$ cat config.mk
export PLATFORM = sky130hd
export DESIGN_NAME = asr_trigger_router
export DESIGN_NICKNAME = d
export VERILOG_FILES = /design/src/logic/asr_sync2.v /design/src/logic/asr_trigger_router.v
export VERILOG_INCLUDE_DIRS = /design/src /design/src/logic
export SDC_FILE = /design/constraint.sdc
export NUM_CORES = 1
export LEC_CHECK = 0
export BUFFER_PORTS_ARGS = -buffer_cell sky130_fd_sc_hd__buf_2
export CAP_MARGIN = 20
export CELL_PAD_IN_SITES_DETAIL_PLACEMENT = 1
export CELL_PAD_IN_SITES_GLOBAL_PLACEMENT = 2
export CORE_MARGIN = 5
export CORE_UTILIZATION = 24
export DETAILED_ROUTE_END_ITERATION = 6
export HOLD_SLACK_MARGIN = 0.02
export MAX_ROUTING_LAYER = met4
export PLACE_DENSITY = 0.91
export SYNTH_ARGS = -nofsm -noshare
export SYNTH_HDL_FRONTEND = slang
export SYNTH_SLANG_ARGS = --single-unit
$ cat constraint.sdc
create_clock -name clock -period 2.55 [get_ports clock]
set_input_delay 0.3825 -clock clock [delete_from_list [all_inputs] [get_ports clock]]
set_output_delay 0.3825 -clock clock [all_outputs]
set_load 0.02 [all_outputs]
$ cat src/logic/asr_trigger_consts.vh
/*
 * Named constants for the converter trigger and modulator source router.
 * Assumes inclusion by the router and its verification files; definitions only.
 */
`ifndef ASR_TRIGGER_CONSTS_VH
`define ASR_TRIGGER_CONSTS_VH

// ----------------------------------------------------------------------------
// Routing control field positions
// ----------------------------------------------------------------------------
`define ASR_CTL_WIDTH 4
`define ASR_CTL_RELOAD_BIT 0
`define ASR_CTL_MASTER_EN_BIT 1
`define ASR_CTL_SECOND_EN_BIT 2
`define ASR_CTL_SPARE_BIT 3
`define ASR_CTL_RESET 4'h0
`define ASR_TRIG_RESET 1'h0

// ----------------------------------------------------------------------------
// Converter modes
// ----------------------------------------------------------------------------
`define ASR_MODE_WIDTH 2
`define ASR_MODE_SEQUENTIAL 2'h0
`define ASR_MODE_PARALLEL 2'h1
`define ASR_MODE_PAR_INDEP 2'h2

// ----------------------------------------------------------------------------
// Modulator output source selection, one two-bit code per output pair
// ----------------------------------------------------------------------------
`define ASR_PAIRS 3
`define ASR_SRC_WIDTH 2
`define ASR_SRC_GENERATOR 2'h0
`define ASR_SRC_GPIO 2'h1
`define ASR_SRC_TIMER 2'h2
`define ASR_SRC_LIMIT 2'h3
`define ASR_PAIR_WIDTH 2
`define ASR_PAIR_RESET 2'h0
`define ASR_PAIR_HIGH 2'h1
`define ASR_PAIR_LOW 2'h2

`endif

$ cat src/logic/asr_sync2.v
/*
 * Two flip-flop synchroniser for a bus of levels.
 * Assumes the inputs are from outside the clock domain.
 */
`timescale 1ns/1ps

module asr_sync2 #(
    parameter WIDTH = 1
) (
    input wire clock,
    input wire rst_n,
    input wire [WIDTH-1:0] asyncIn,
    output wire [WIDTH-1:0] syncOut
);

    reg [WIDTH-1:0] stage1_reg;
    reg [WIDTH-1:0] stage2_reg;

    always @(posedge clock or negedge rst_n) begin
        if (!rst_n) begin
            stage1_reg <= {WIDTH{1'h0}};
            stage2_reg <= {WIDTH{1'h0}};
        end else begin
            stage1_reg <= asyncIn;
            stage2_reg <= stage1_reg;
        end
    end

    assign syncOut = stage2_reg;

endmodule

$ cat src/logic/asr_trigger_router.v
/*
 * Trigger router between the modulator, timer module A and the two converters,
 * plus the source selection for the modulator output pairs.
 * The reload pulse can stand in for the ordinary input of timer channel 3;
 * timer channels 3 and 2 become the master and secondary converter triggers,
 * gated by the routing control, with the converter mode gating the starts; each modulator
 * output pair takes its level from the generator, a pin, a timer output or
 * the converter limit comparisons, as chosen per pair.
 * Assumes peripheral signals share the clock; general-purpose pin inputs are
 * asynchronous and are synchronised here. Control comes from the system
 * integration unit as plain levels on the same clock. Triggers, start strobes
 * and pair levels are registered and appear one clock after their cause; a
 * pin reaches its pair three clocks after it changes.
 */
// Behaviour
// RULE_01 - Selectable reload pulse into timer channel 3
// RULE_02 - Timer channel 3 drives master trigger
// RULE_03 - Timer channel 2 drives secondary trigger
// RULE_04 - Master trigger starts both converters, sequential/parallel
// RULE_05 - Secondary trigger starts converter B, independent only
// RULE_06 - Integration unit control bits govern routing
// RULE_07 - Limits, timers, pins steer modulator outputs
// RULE_08 - Active-low signals asserted when low
// RULE_09 - Unselected reload leaves channel 3 ordinary input
`timescale 1ns/1ps
`include "asr_trigger_consts.vh"

module asr_trigger_router (
    input wire clock,
    input wire rst_n,
    input wire [`ASR_CTL_WIDTH-1:0] routeCtl,
    input wire [`ASR_MODE_WIDTH-1:0] convMode,
    input wire [`ASR_PAIRS*`ASR_SRC_WIDTH-1:0] pairSrcSel,
    input wire modReloadPulse,
    input wire timerCh3OrdinaryIn,
    input wire timerCh2Out,
    input wire timerCh3Out,
    input wire [`ASR_PAIRS-1:0] converterOverLimit,
    input wire [`ASR_PAIRS-1:0] converterUnderLimit,
    input wire [`ASR_PAIRS-1:0] gpioPinIn,
    input wire [`ASR_PAIRS-1:0] timerPairOut,
    input wire [2*`ASR_PAIRS-1:0] generatorOut,
    output wire timerCh3In,
    output wire masterConvTrigger,
    output wire secondaryConvTrigger,
    output wire converterAStart,
    output wire converterBStart,
    output wire [2*`ASR_PAIRS-1:0] modOut
);

    // ------------------------------------------------------------------------
    // Decoding helpers
    // ------------------------------------------------------------------------
    // Sequential and parallel modes let a master trigger start both converters.
    function startsBoth;
        input [`ASR_MODE_WIDTH-1:0] mode;
        begin
            if (mode == `ASR_MODE_SEQUENTIAL) begin
                startsBoth = 1'h1;
            end else if (mode == `ASR_MODE_PARALLEL) begin
                startsBoth = 1'h1;
            end else begin
                startsBoth = 1'h0;
            end
        end
    endfunction

    // Only parallel independent mode lets a secondary trigger start converter B.
    function startsSecond;
        input [`ASR_MODE_WIDTH-1:0] mode;
        begin
            if (mode == `ASR_MODE_PAR_INDEP) begin
                startsSecond = 1'h1;
            end else begin
                startsSecond = 1'h0;
            end
        end
    endfunction

    // Limit source drives the pair high on over-limit with no under-limit and low otherwise,
    // as a generator would, with the complement on the second output.
    function [`ASR_PAIR_WIDTH-1:0] pairValue;
        input [`ASR_SRC_WIDTH-1:0] sel;
        input [`ASR_PAIR_WIDTH-1:0] gen;
        input pin;
        input tmr;
        input over;
        input under;
        begin
            if (sel == `ASR_SRC_GPIO) begin
                pairValue = {~pin, pin};
            end else if (sel == `ASR_SRC_TIMER) begin
                pairValue = {~tmr, tmr};
            end else if (sel == `ASR_SRC_LIMIT) begin
                if (over & ~under) begin
                    pairValue = `ASR_PAIR_HIGH;
                end else begin
                    pairValue = `ASR_PAIR_LOW;
                end
            end else begin
                pairValue = gen;
            end
        end
    endfunction

    // ------------------------------------------------------------------------
    // Control decode
    // ------------------------------------------------------------------------
    wire reloadSel = routeCtl[`ASR_CTL_RELOAD_BIT]; // RULE_06
    wire masterEn = routeCtl[`ASR_CTL_MASTER_EN_BIT]; // RULE_06
    wire secondEn = routeCtl[`ASR_CTL_SECOND_EN_BIT]; // RULE_06
    wire [`ASR_PAIRS-1:0] gpioSync;

    asr_sync2 #(
        .WIDTH(`ASR_PAIRS)
    ) u_gpio_sync (
        .clock(clock),
        .rst_n(rst_n),
        .asyncIn(gpioPinIn),
        .syncOut(gpioSync)
    );

    // ------------------------------------------------------------------------
    // Timer channel 3 input path
    // ------------------------------------------------------------------------
    // The selection is a plain mux so the timer sees the pulse in its own cycle.
    assign timerCh3In = reloadSel ? modReloadPulse : timerCh3OrdinaryIn; // RULE_01 RULE_09

    // ------------------------------------------------------------------------
    // Converter triggers
    // ------------------------------------------------------------------------
    wire masterTrig = masterEn & timerCh3Out; // RULE_02
    wire secondTrig = secondEn & timerCh2Out; // RULE_03

    reg masterTrig_reg;
    reg secondTrig_reg;
    reg convAStart_reg;
    reg convBStart_reg;

    reg masterTrig_next;
    reg secondTrig_next;
    reg convAStart_next;
    reg convBStart_next;

    // The secondary trigger can add a start of converter B to what the master gives.
    always @* begin
        masterTrig_next = masterTrig; // RULE_02
        secondTrig_next = secondTrig; // RULE_03
        convAStart_next = masterTrig & startsBoth(convMode); // RULE_04
        convBStart_next = masterTrig & startsBoth(convMode); // RULE_04
        if (secondTrig & startsSecond(convMode)) begin
            convBStart_next = 1'h1; // RULE_05
        end
    end

    // ------------------------------------------------------------------------
    // Trigger and start strobe registers
    // ------------------------------------------------------------------------
    // Each strobe lasts as many clocks as the timer output that causes it.
    always @(posedge clock or negedge rst_n) begin
        if (!rst_n) begin // RULE_08
            masterTrig_reg <= `ASR_TRIG_RESET;
        end else begin
            masterTrig_reg <= masterTrig_next; // RULE_02
        end
    end

    always @(posedge clock or negedge rst_n) begin
        if (!rst_n) begin // RULE_08
            secondTrig_reg <= `ASR_TRIG_RESET;
        end else begin
            secondTrig_reg <= secondTrig_next; // RULE_03
        end
    end

    always @(posedge clock or negedge rst_n) begin
        if (!rst_n) begin // RULE_08
            convAStart_reg <= `ASR_TRIG_RESET;
        end else begin
            convAStart_reg <= convAStart_next; // RULE_04
        end
    end

    always @(posedge clock or negedge rst_n) begin
        if (!rst_n) begin // RULE_08
            convBStart_reg <= `ASR_TRIG_RESET;
        end else begin
            convBStart_reg <= convBStart_next; // RULE_04 RULE_05
        end
    end

    assign masterConvTrigger = masterTrig_reg;
    assign secondaryConvTrigger = secondTrig_reg;
    assign converterAStart = convAStart_reg;
    assign converterBStart = convBStart_reg;

    // ------------------------------------------------------------------------
    // Modulator output pair source selection
    // ------------------------------------------------------------------------
    // The pin level comes through the synchroniser, two clocks behind the rest.
    genvar p;
    generate
        for (p = 0; p < `ASR_PAIRS; p = p + 1) begin : g_pair
            wire [`ASR_SRC_WIDTH-1:0] srcSel;
            wire [`ASR_PAIR_WIDTH-1:0] pair_next;
            reg [`ASR_PAIR_WIDTH-1:0] pair_reg;

            assign srcSel = pairSrcSel[`ASR_SRC_WIDTH*p +: `ASR_SRC_WIDTH];
            assign pair_next = pairValue(srcSel,
                generatorOut[`ASR_PAIR_WIDTH*p +: `ASR_PAIR_WIDTH], gpioSync[p],
                timerPairOut[p], converterOverLimit[p], converterUnderLimit[p]); // RULE_07

            always @(posedge clock or negedge rst_n) begin
                if (!rst_n) begin // RULE_08
                    pair_reg <= `ASR_PAIR_RESET;
                end else begin
                    pair_reg <= pair_next; // RULE_07
                end
            end

            assign modOut[`ASR_PAIR_WIDTH*p +: `ASR_PAIR_WIDTH] = pair_reg;
        end
    endgenerate

endmodule

==> results.yml <==
synth:
  synth_cell_type_count: 11
  netlist_area_um2: 638
  ys_seq_area_share_pct: 62.7
  ys_seq_elements: 16
  synthCells: 41
  yosys_warnings: 0
  syn-num-nets: 77
  syn_avg_cell_area_um2: 15.6
detailed_routing:
  wirelength_mm: 1.57
  dr.pass1.iters: 2
  vias: 524
  viasPerCell: 4.33
  drtAntennaViolNets: 0
  wl_per_cell_um: 13.0
  drc: 0
  drt-initial-drc-count: 4
finish:
  final_layout_size_suffix_gt1_share_pct: 61.5
  final_area_um2: 947
  num_antenna_cells: 0
  layout_common_cells: "buf_2 (45), dfrtp_1 (16), inv_1 (7)"
  largest_reg_flops: 6
  final_common_cell: "buf_2"
  n_fill_cell: 285
  final_nets: 128
  syn2layout_area_growth_pct: 48.4
power_and_ir_drop:
  p_int_mw: 0.407
  clockPowerShare_pct: 30.2
  swShare_pct: 23.7
  p_sw_mw: 0.126
  pwr-share-comb_pct: 18.1
  p_seq_share_pct: 51.7
  vdd_ir_drop_max_v: 0.000272
  p_leak_nw: 0.503
  p_per_area_nw_per_um2: 563
worst_setup_path:
  end_kind: "primary output"
  critPathLaunchType: "input port"
  r2r-end: "g_pair[1].pair_reg[0]$_DFF_PN0_"
  critPathLaunch: "routeCtl[0]"
  critical_path_required_ns: 2.17
  r2r-start: "u_gpio_sync.syncOut[1]$_DFF_PN0_"
  crit_fanout: 1
  r2r_slack_ns: 1.58
  r2r_cells: 1
  cp.arrival_ns: 0.93
  path_class: "in2out"
timing:
  skew_ns: 0.00302
  slew_violations: 0
  rsz0062_at_grt: "false"
  period_share_pct: 51.5
  final-hold-violation-count: 0
  fmax_ghz: 0.762
  fin_setup_tns_ns: 0
  maxSlewHeadroom_pct: 75.7
  min_period_ns: 1.31
  worst_slew_pin_slew_ns: 0.365
  setup_violations: 0
floorplan:
  coreArea_um2: 2500
  dieArea_um2: 3790
  num_io_pins: 47
  die-height_um: 61.6
  initial_utilization_pct: 25.5
  num_rows: 18
  die_w_um: 61.6
cts:
  ctsHoldBuffers: 1
  cts.root.buffer_cell: "clkbuf_4"
  cts_buffers: 3
  path_clk_slew_ns: 0.09
  cts_tree: "built"
  cts_sinks: 16
  cts_buffer_depth: 2
  clock_latency_ns: 0.27
  cts_setup_buffers: 0
  ctsResizeCount: 0
  htree_num_levels: 1
grt:
  grt_first_pass_wirelength_mm: 2.33
  gr-total-overflow: 0
  track_usage_pct: 8.99
  antenna_found_initial: 0
  grt_max_degree: 17
  grt_pass1_vias: 625
placed_design:
  port_buffers: 45
  placed_cell_area_um2: 901
  dp_hpwl_mm: 1.42
  gp_congestion: 0.730
job:
  cap_violations: 0
worst_hold_path:
  min_from: "gpioPinIn[0]"
  hold_depth: 1
  hp-class: "in2reg"
  min_to: "u_gpio_sync.stage1_reg[0]$_DFF_PN0_"
outcome:
  status: "finished, final reports clean"
==> cells in the mapped netlist, drive strengths merged <==
cell type / instances / area, µm²
and2: 1 / 6.26
dfrtp: 16 / 400
inv: 7 / 26.3
mux2: 1 / 11.3
mux4: 6 / 135
nand2: 1 / 3.75
nand2b: 3 / 18.8
nand4b: 1 / 8.76
nor2: 1 / 3.75
nor2b: 3 / 18.8
o21ai: 1 / 5.00
==> metal layers <==
metal	GRT usage, %	vias to the layer above	routed length (µm)
met4	2.73	0	0
met3	2.73	0	187
li1	-	239	-
met5	-	-	0
met2	17.0	29	867
met1	8.55	256	517
==> final cells by class <==
type | count | area, µm² | share of cell area (%)
Multi-Input combinational cell | 18 | 211 | 22.3
Sequential cell | 16 | 400 | 42.3
Tap cell | 30 | 37.5 | 3.96
Inverter | 7 | 26.3 | 2.77
Timing Repair Buffer | 46 | 235 | 24.8
Clock buffer | 4 | 36.3 | 3.83
==> worst max-delay path by stage <==
stage / endpoint / slack [ns] / cells past startpoint
after floorplan: timerCh3In / 1.42 / 1
after global placement: timerCh3In / 1.24 / 3
after detailed placement: timerCh3In / 1.24 / 3
after CTS: timerCh3In / 1.23 / 3
after global routing: timerCh3In / 1.21 / 3
final: timerCh3In / 1.24 / 3
==> critical path: stages <==
cell and delay (ns):
buf_2 0.08, mux2_2 0.31, buf_2 0.16
==> power by group through the flow <==
stage	sequential (mW)	clock, mW	combinational [mW]
after global routing	0.277	0.182	0.105
final	0.276	0.161	0.0964
after detailed placement	0.281	0	0.0982
after CTS	0.276	0.171	0.0993
after floorplan	0.298	0	0.0267
after global placement	0.280	0	0.0933
==> stage by stage <==
stage	std cells	hold WS [ns]	total power, mW	utilization [%]	setup slack [ns]
finish	121	0.205	0.533	37.9	1.24
floorplan	41	0.0869	0.324	-	1.42
detailed placement	116	0.322	0.379	36.0	1.24
global route	121	0.179	0.564	37.9	1.21
global placement	116	0.313	0.373	36.0	1.24
CTS	121	0.192	0.546	37.9	1.23
==> kinds of logic after synthesis <==
logic type / after synthesis / synth area share [%]
and+or+nand+nor: 10 / 9.41
DFF: 16 / 62.7
buffers and inverters: 7 / 4.12
muxes: 7 / 22.9
AOI/OAI and AO/OA: 1 / 0.784
No activity file was read; power rests on OpenSTA's default activity.
